<file path="config.mk">
export PLATFORM = sky130hd
export DESIGN_NAME = receiver_status_readback
export DESIGN_NICKNAME = d
export VERILOG_FILES = /design/src/rtl/receiver_status_readback.v
export VERILOG_INCLUDE_DIRS = /design/src /design/src/rtl
export SDC_FILE = /design/constraint.sdc
export NUM_CORES = 1
export LEC_CHECK = 0
export BUFFER_PORTS_ARGS = -buffer_cell sky130_fd_sc_hd__buf_2
export CAP_MARGIN = 10
export CORE_AREA = 5 5 100 102
export DETAILED_ROUTE_END_ITERATION = 12
export DIE_AREA = 0 0 105 107
export MAX_ROUTING_LAYER = met4
export PLACE_DENSITY = 0.79
export SLEW_MARGIN = 15
export SYNTH_ARGS = -nofsm -noshare
export SYNTH_HDL_FRONTEND = slang
export SYNTH_SLANG_ARGS = --single-unit
export TNS_END_PERCENT = 30
</file>
<file path="constraint.sdc">
create_clock -name clk -period 2.85 [get_ports clk]
set_input_delay 0.4275 -clock clk [delete_from_list [all_inputs] [get_ports clk]]
set_output_delay 0.4275 -clock clk [all_outputs]
set_load 0.1 [all_outputs]
</file>
<file path="src/rtl/status_bank_regs.vh">
// constants of the receiver status read-back bank
// assumes: included by the bank module only
`ifndef STATUS_BANK_REGS_VH
`define STATUS_BANK_REGS_VH

// control addresses
`define ADDR_DETECT_EVENTS   8'hEA
`define ADDR_PORT_RATE       8'hEB
`define ADDR_TX_CS_REMOVED   8'hE9
`define ADDR_LEGACY_A        8'hEC
`define ADDR_LEGACY_B        8'hED
`define ADDR_IRQ_SELECT      8'h08

// field positions, first word
`define POS_DETECT           0
`define POS_EVENTS           8
`define POS_STREAM           16
`define POS_FRAME_LEN        20
// field positions, second word
`define POS_PORT_LEVEL       0
`define POS_RATE_CODE        4

// reset values
`define RST_IRQ_SELECT       8'h00
`define RST_LEGACY           24'h000000
`define RST_WORD             24'h000000

`endif

</file>
<file path="src/rtl/receiver_status_readback.v">
// receiver status read-back bank: two status words, event latches, strap
// assumes: serial control front end gives decoded read/write strobes on clk
// Functional notes
// - word one bits 8-15 latched event flags
// - word one bits 16-19 stream indicators
// - word one bits 20-23 read zero
// - word two bits 0-3 port input levels
// - word two bits 4-7 computed rate code
// - word two bits 8-15 no measured value
// - address E9 writes have no effect
// - addresses EC, ED keep predecessor function
// - pull-down strap: ports in, through out
// - pull-up strap: ports out, through out
// - interrupt is a level only
`timescale 1ns/1ps
`default_nettype none
`include "status_bank_regs.vh"

module receiver_status_readback (
  // clock and reset
  input  wire        clk,
  input  wire        sys_rst,
  // control access
  input  wire [7:0]  addr,
  input  wire        wr_stb,
  input  wire [23:0] wr_data,
  input  wire        rd_stb,
  output reg  [23:0] rd_data_q,
  output reg         rd_valid_q,
  // receiver status
  input  wire [6:0]  input_present_flag,
  input  wire [7:0]  event_pulse,
  input  wire [3:0]  stream_status,
  input  wire [3:0]  computed_rate_code,
  // pins
  input  wire        irq_pin_in,
  output reg         irq_n_q,
  output reg         irq_oe_q,
  input  wire [3:0]  aux_port_pin_in,
  output reg  [3:0]  aux_port_pin_oe_q,
  output reg         aux_rx_through_oe_q
);

  //////////////////////////////////////////////////////////////////////////////
  // synchronisers: two flops per pin bit; only the second feeds the logic
  // pin order in the bus: detect flags, port levels, strap
  wire [11:0] pin_raw;
  wire [11:0] pin_sync;
  wire [6:0]  det_sync;
  wire [3:0]  port_sync;
  wire        strap_sync;

  assign pin_raw = {irq_pin_in, aux_port_pin_in, input_present_flag};

  genvar si;
  generate
    for (si = 0; si < 12; si = si + 1) begin : g_sync
      reg s1_q;
      reg s2_q;
      always @(posedge clk) begin
        s1_q <= pin_raw[si];
        s2_q <= s1_q;
      end
      assign pin_sync[si] = s2_q;
    end
  endgenerate

  assign det_sync   = pin_sync[6:0];
  assign port_sync  = pin_sync[10:7];
  assign strap_sync = pin_sync[11];

  //////////////////////////////////////////////////////////////////////////////
  // strap capture: pin is released during reset so the pull resistor decides
  // pull-down: port pins stay inputs; pull-up: they become outputs
  // the through output is driven in both cases
  reg strap_pullup_q;

  always @(posedge clk) begin
    if (sys_rst) begin
      strap_pullup_q      <= strap_sync;
      aux_port_pin_oe_q   <= 4'h0;
      aux_rx_through_oe_q <= 1'b0;
    end else begin
      // strap frozen until the next reset; later pin changes are ignored
      aux_port_pin_oe_q   <= {4{strap_pullup_q}};
      aux_rx_through_oe_q <= 1'b1;
    end
  end

  //////////////////////////////////////////////////////////////////////////////
  // address decode, shared by the write and read paths
  function addr_hit;
    input [7:0] a;
    input [7:0] target;
    begin
      addr_hit = (a == target);
    end
  endfunction

  // read strobes
  wire        rd_events     = rd_stb && addr_hit(addr, `ADDR_DETECT_EVENTS);
  wire        rd_port_rate  = rd_stb && addr_hit(addr, `ADDR_PORT_RATE);
  wire        rd_legacy_a   = rd_stb && addr_hit(addr, `ADDR_LEGACY_A);
  wire        rd_legacy_b   = rd_stb && addr_hit(addr, `ADDR_LEGACY_B);
  // write strobes; the retired transmitter address has none on purpose
  wire        wr_irq_select = wr_stb && addr_hit(addr, `ADDR_IRQ_SELECT);
  wire        wr_legacy_a   = wr_stb && addr_hit(addr, `ADDR_LEGACY_A);
  wire        wr_legacy_b   = wr_stb && addr_hit(addr, `ADDR_LEGACY_B);

  //////////////////////////////////////////////////////////////////////////////
  // event latches: one per source, a set in the clearing cycle wins
  reg  [7:0]  event_q;
  wire [7:0]  event_d;
  reg  [7:0]  irq_select_q;
  reg  [23:0] legacy_ec_q;
  reg  [23:0] legacy_ed_q;

  genvar gi;
  generate
    for (gi = 0; gi < 8; gi = gi + 1) begin : g_event
      // losing an event to a read clear would hide it from the host
      assign event_d[gi] = event_pulse[gi] | (event_q[gi] & ~rd_events);
    end
  endgenerate

  always @(posedge clk) begin
    if (sys_rst)
      event_q <= 8'h00;
    else
      event_q <= event_d;
  end

  // interrupt source select, written by the host
  always @(posedge clk) begin
    if (sys_rst)
      irq_select_q <= `RST_IRQ_SELECT;
    else if (wr_irq_select)
      irq_select_q <= wr_data[15:8];
  end

  // storage behind the two addresses kept from the older part
  always @(posedge clk) begin
    if (sys_rst) begin
      legacy_ec_q <= `RST_LEGACY;
      legacy_ed_q <= `RST_LEGACY;
    end else begin
      if (wr_legacy_a)
        legacy_ec_q <= wr_data;
      if (wr_legacy_b)
        legacy_ed_q <= wr_data;
    end
  end

  //////////////////////////////////////////////////////////////////////////////
  // interrupt pin: low level while any selected flag is latched
  // a level only: the host ends it by reading the flags
  wire [7:0] irq_sources;
  wire       irq_any;

  assign irq_sources = event_q & irq_select_q;
  assign irq_any     = |irq_sources;

  always @(posedge clk) begin
    if (sys_rst) begin
      irq_n_q  <= 1'b1;
      irq_oe_q <= 1'b0;
    end else begin
      irq_n_q  <= ~irq_any;
      irq_oe_q <= 1'b1;
    end
  end

  //////////////////////////////////////////////////////////////////////////////
  // read words, assembled field by field
  // first word:  [6:0] input detect, [7] zero, [15:8] event flags,
  //              [19:16] stream indicators, [23:20] zero
  // second word: [3:0] port levels, [7:4] rate code, [23:8] zero
  // event order, low to high: fault, input seen, rate change,
  // channel status renewed, non-linear audio, burst preamble renewed,
  // port event, emphasis
  wire [23:0] word_detect_events;
  wire [23:0] word_port_rate;

  assign word_detect_events[`POS_DETECT +: 7]    = det_sync;
  assign word_detect_events[`POS_DETECT + 7]     = 1'b0;
  assign word_detect_events[`POS_EVENTS +: 8]    = event_q;
  assign word_detect_events[`POS_STREAM +: 4]    = stream_status;
  // no frame-length report exists in this word
  assign word_detect_events[`POS_FRAME_LEN +: 4] = 4'h0;

  assign word_port_rate[`POS_PORT_LEVEL +: 4]    = port_sync;
  assign word_port_rate[`POS_RATE_CODE +: 4]     = computed_rate_code;
  // the old measured-rate byte is gone; keep it quiet
  assign word_port_rate[23:8]                    = 16'h0000;

  //////////////////////////////////////////////////////////////////////////////
  // read register: loads only on a read, so the host may sample late
  always @(posedge clk) begin
    if (sys_rst) begin
      rd_data_q  <= `RST_WORD;
      rd_valid_q <= 1'b0;
    end else begin
      rd_valid_q <= rd_stb;
      if (rd_events)
        rd_data_q <= word_detect_events;
      else if (rd_port_rate)
        rd_data_q <= word_port_rate;
      else if (rd_legacy_a)
        rd_data_q <= legacy_ec_q;
      else if (rd_legacy_b)
        rd_data_q <= legacy_ed_q;
      // unmapped addresses, the retired one included, read as zero
      else if (rd_stb)
        rd_data_q <= `RST_WORD;
    end
  end

endmodule
`default_nettype wire

</file>
Yosys cells after proc, flatten, opt, wreduce, memory -nomap -nowiden
Cells that the tools add are included.
{"block": "totals", "output_inout_bits": 32, "word_cells": 79, "ff_bits": 117, "in_bits": 64}
{"block": "op_classes", "n_eq_ne": 5, "n_mux": 6, "reduce_logical": 13, "n_bitwise": 19}
{"op": "$mux 24", "count": 3}
{"op": "$mux 20", "count": 2}
{"op": "$eq 8x8->1 const B", "count": 4}
{"op": "$and 1x1->1", "count": 8}
{"op": "$and 8x8->8", "count": 1}
{"op": "$eq 8x4->1 const B", "count": 1}
{"op": "$or 1x1->1", "count": 8}
{"op": "$reduce_or 8->1", "count": 1}
{"op": "$logic_and 1x1->1", "count": 7}
{"op": "$reduce_bool 5->1", "count": 1}
{"op": "$reduce_bool 4->1", "count": 1}
{"op": "$reduce_bool 3->1", "count": 1}
{"op": "$reduce_or 3->1", "count": 1}
{"op": "$not 1->1", "count": 2}
{"op": "$reduce_or 2->1", "count": 1}
{"op": "$mux 1", "count": 1}

Longest topological paths before layout
{"block": "logic_depth", "depth_word": 6, "ltp_mapped": 7, "ltp_nobuf": 4}

Least setup slack after synthesis
OpenSTA, ideal clock, no wires.
{"block": "synth_path", "path_kind": "reg2out", "from": "register aux_port_pin_oe_q[0] (netlist name)", "to": "output port aux_port_pin_oe_q[1]", "stages_incl_launch_ff": 2, "t_required_ps": 2423, "setup_slack_ps": 1030, "path_buffers": 1, "arrival_ps": 1392, "path_cell_list": "dfxtp_1 buf_4"}
{"element": "end, declared", "line": "receiver_status_readback.v:40", "rtl": "output reg [3:0] aux_port_pin_oe_q,"}
No word-level cell between the ends.

Worst setup path after layout
{"block": "layout_path", "from": "input port addr[0]", "to": "register rd_data_q[16]"}
{"block": "layout_between", "elab_chain_len": 6, "word_cells_on_any_way": 13}
{"element": "start, declared", "line": "receiver_status_readback.v:24", "rtl": "input wire [7:0] addr,"}
{"element": "$eq 8x8->1", "line": "receiver_status_readback.v:96", "rtl": "addr_hit = (a == target);"}
{"element": "$logic_and 1x1->1", "line": "receiver_status_readback.v:104", "rtl": "wire rd_legacy_b = rd_stb && addr_hit(addr, `ADDR_LEGACY_B);"}
{"element": "$mux 24", "line": "receiver_status_readback.v:210", "rtl": "else if (rd_legacy_b)"}
{"element": "$mux 24", "line": "receiver_status_readback.v:208", "rtl": "else if (rd_legacy_a)"}
{"element": "$mux 20", "line": "receiver_status_readback.v:206", "rtl": "else if (rd_port_rate)"}
{"element": "$mux 20", "line": "receiver_status_readback.v:204", "rtl": "if (rd_events)"}
{"element": "end signal, assigned", "line": "receiver_status_readback.v:205", "rtl": "rd_data_q <= word_detect_events;"}
{"element": "end signal, assigned", "line": "receiver_status_readback.v:207", "rtl": "rd_data_q <= word_port_rate;"}
{"element": "end signal, assigned", "line": "receiver_status_readback.v:209", "rtl": "rd_data_q <= legacy_ec_q;"}
{"element": "end, declared", "line": "receiver_status_readback.v:28", "rtl": "output reg [23:0] rd_data_q,"}
Several ways; a longest one is shown, not always the timed one.
A chain may end at the register's enable or synchronous reset.

==> impl_results.md <==
- Final-layout fill cell count: 737
- Final worst-path cycle share: 65.4%
- Net Count, Synth: 548
- Max Transition Viols Final: 0
- Headroom to the max-slew limit: 26.6%
- Port Buffers: 95
- Largest net degree at the start of global routing: 49
- Crit path arrival time: 2.30 ns
- CTS root buf: clkbuf_8
- Drt pass-1 iters: 5
- Area added between synthesis and finish: 27.1%
- Area of the core region: 9020 um^2
- Class of the tightest hold or removal check: in -> reg
- Post-route non-filler standard cell count: 705
- Max-cap violations: 0
- Adder-cell share of the synthesized area: 0%
- ANT nets after route: 0
- Nets: 642
- Placed instance count: 658
- Clk pin slew, worst setup/hold paths: 0.06 ns
- Routability congestion estimate from global placement: 0.860
- Kind of capture point of the worst setup path: register
- Number of unique standard cell types used by synthesis: 45
- Die width: 105 um
- Largest fanout on the critical path: 30
- Worst vdd rail ir drop: 0.545 mV
- Final Hold Violating Endpoints: 0
- Synth Area per Inst: 9.19 um^2
- Sum Neg Setup Slack: 0 ns
- CP Buf/Inv Count: 1
- Critical path's top delay family: simple AND/OR/NAND/NOR gates
- Number of global-route vias before repair: 3853
- Congestion Overflow GR: 0
- Total number of placement rows: 35
- Largest stage delay, worst path: 1.04 ns
- Die Area: 11200 um^2
- GR Util All Layers: 21.5%
- Vertical die dimension: 107 um
- Placed wire-length estimate: 7480 um
- Worst Max-Slew Pin Slew: 1.09 ns
- Via count: 3882
- Share of layout cells above drive strength 1: 27.9%
- Number of clock sinks: 117
- Most used DFF post-synth: dfxtp_1
- Initial cell density of the core: 49.3%
- Leading cell types by total area after synthesis: dfxtp_1 (52%), nand2_1 (8.9%), a21oi_1 (6.3%)
- Post-synthesis xor/xnor area fraction: 0%
- Iteration-0 DRC Markers: 158
- Critical path class: in -> reg
- Wire length of the first global-routing pass: 18700 um
- Number of buffers created by CTS: 17
- Run status: complete, no violations
- Number of enable flip-flop cells after synthesis: 1
- Min cycle time layout: 1.86 ns
- CTS H-tree lvls: 4
- Area fraction in and, or, nand and nor cells after synthesis: 20.0%
- Clock Path Buffers: 2
- Largest family of logic cells by synthesized area: simple AND/OR/NAND/NOR gates
- Data required time at the worst endpoint: 3.29 ns
- Pwr/cell area: 736 nW/um^2
- Post-cts sizing count: 0
- Top-Level Pins: 96
- Initial antenna violation count: 1
- Area share of the largest cell type after synthesis: 52.2%
- Routed vias/inst: 5.51
- Seq/Total Area, Yosys: 52.9%
- Detailed-route DRC error count: 0
- Setup repair after global routing missed its margin: false
- Cells after synthesis: 484
- Compound-gate portion of the synthesized area: 15.6%
- Reported leakage power: 2.28 nW
- Wire length per cell: 16.3 um
- Cell chain of the critical path: buf_2 -> nor4_2 -> a221oi_1 -> nor3_1
- Fraction of synthesized area in multiplexers: 6.64%
- Total of endpoints with negative setup slack in the final report: 0
- CP startpoint kind: input port
- Slowest CP cell: nor4_2
- Worst setup skew after layout: 0.00475 ns
- Drt total wl: 11500 um
- Worst-skew pair later-pin latency: 0.52 ns
- Count of warnings emitted by yosys: 0
- CTS tree: done
- Most area-hungry cell type in the Yosys netlist: dfxtp_1
- Register-to-register setup slack: 1.61 ns
- Max frequency: 537 MHz
- Asr flop ratio synth: 0%
- Number of storage elements in the synthesis netlist: 117
- Post-synthesis cell area: 4450 um^2
-- cells in the mapped netlist, types with 2 or more instances --
master and number:
dfxtp_1 116, nand2_1 106, a21oi_1 56, nor2_1 38, clkbuf_1 19, mux2i_1 16
nor3_1 14, buf_2 13, a221oi_1 12, mux2_2 12, nor2b_1 10, a211oi_2 7
o21ai_0 7, buf_4 6, a2111oi_1 4, a22oi_1 4, nand3_1 4, nand4_1 4
a2111oi_2 3, a211oi_1 2, a311oi_1 2, a32oi_1 2, and3_1 2, buf_1 2
inv_1 2, nand2b_1 2
-- worst paths after layout --
kind / from / depth (start not counted) / to
setup reg to reg: legacy_ed_q[0]$_SDFFE_PP0P_ / 4 / rd_data_q[0]$_SDFFE_PP0P_
hold reg to reg: g_sync[4].s1_q$_DFF_P_ / 0 / g_sync[4].s2_q$_DFF_P_
setup / recovery: addr[0] / 4 / rd_data_q[16]$_SDFFE_PP0P_
hold / removal: event_pulse[3] / 3 / event_q[3]$_SDFF_PP0_
-- power breakdown --
part           leakage (nW)  total, mW  internal [mW]  switching [mW]
combinational          1.04      0.343         0.0936           0.250
sequential            0.960       1.70           1.68          0.0205
clock                 0.282       2.11           1.34           0.775
-- metal layers --
layer	wire (um)	GRT usage [%]	up-vias
met5	0	-	-
met4	239	9.13	0
met3	883	6.56	27
met2	5740	35.8	159
met1	4640	23.9	1831
li1	-	-	1865
-- per-stage QoR --
stage	hold slack (ns)	utilization [%]	area, um^2	setup slack (ns)	power, mW
2_1_floorplan	0.310	-	4450	1.03	1.97
3_3_place_gp	0.310	54.6	4930	0.588	2.06
3_5_place_dp	0.312	54.6	4930	0.492	2.07
4_1_cts	0.0963	62.6	5650	1.03	4.18
5_1_grt	0.114	62.7	5650	0.832	4.30
6_report	0.109	62.7	5650	0.987	4.16
-- flip-flops by register name (all words and copies together) (netlist names) --
register and count:
aux_port_pin_oe_q 1, event_q 8, g_sync.s1_q 12, g_sync.s2_q 12, irq_n_q 1, irq_oe_q 1
irq_select_q 8, legacy_ec_q 24, legacy_ed_q 24, rd_data_q 24, rd_valid_q 1, strap_pullup_q 1
-- layout make-up --
type	instances	area [um^2]	share of cell area (%)
multi-input cells	323	1880	33.3
diodes	3	7.51	0.133
repair buffers	116	663	11.7
inverters	3	13.8	0.243
clock buffers	18	418	7.39
well taps	111	139	2.46
clock inverters	14	179	3.16
flip-flops and latches	117	2350	41.6
-- worst min-delay path, delay by kind of cell --
| kind | cells | cell delay (ns) |
|---|---|---|
| AND/OR/NAND/NOR | 1 | 0.06 |
| AO/OA/AOI/OAI | 1 | 0.03 |
| buffers and inverters | 1 | 0.07 |
-- repair_timing --
action,in CTS,in global routing
hold buffers,12,0
hold endpoints to repair,12,0
setup buffers,0,0
-- cell families (layout without fill, tap and decap cells) --
kind of cell,Yosys count,after routing
and+or+nand+nor,193,193
DFF,117,117
muxes,28,28
AOI/OAI and AO/OA,102,102
other,0,3
buffers and inverters,44,151
-- cell usage in the layout, fill, tap and decap left out, types with 12 or more instances in the layout --
cell type,n
mux2i_1,16
nor2_1,38
dfxtp_1,116
clkbuf_16,16
buf_2,95
mux2_2,12
nor3_1,14
nand2_1,106
a221oi_1,12
dlygate4sd3_1,12
a21oi_1,56
Note: power is estimated with default switching activity, not from simulation.
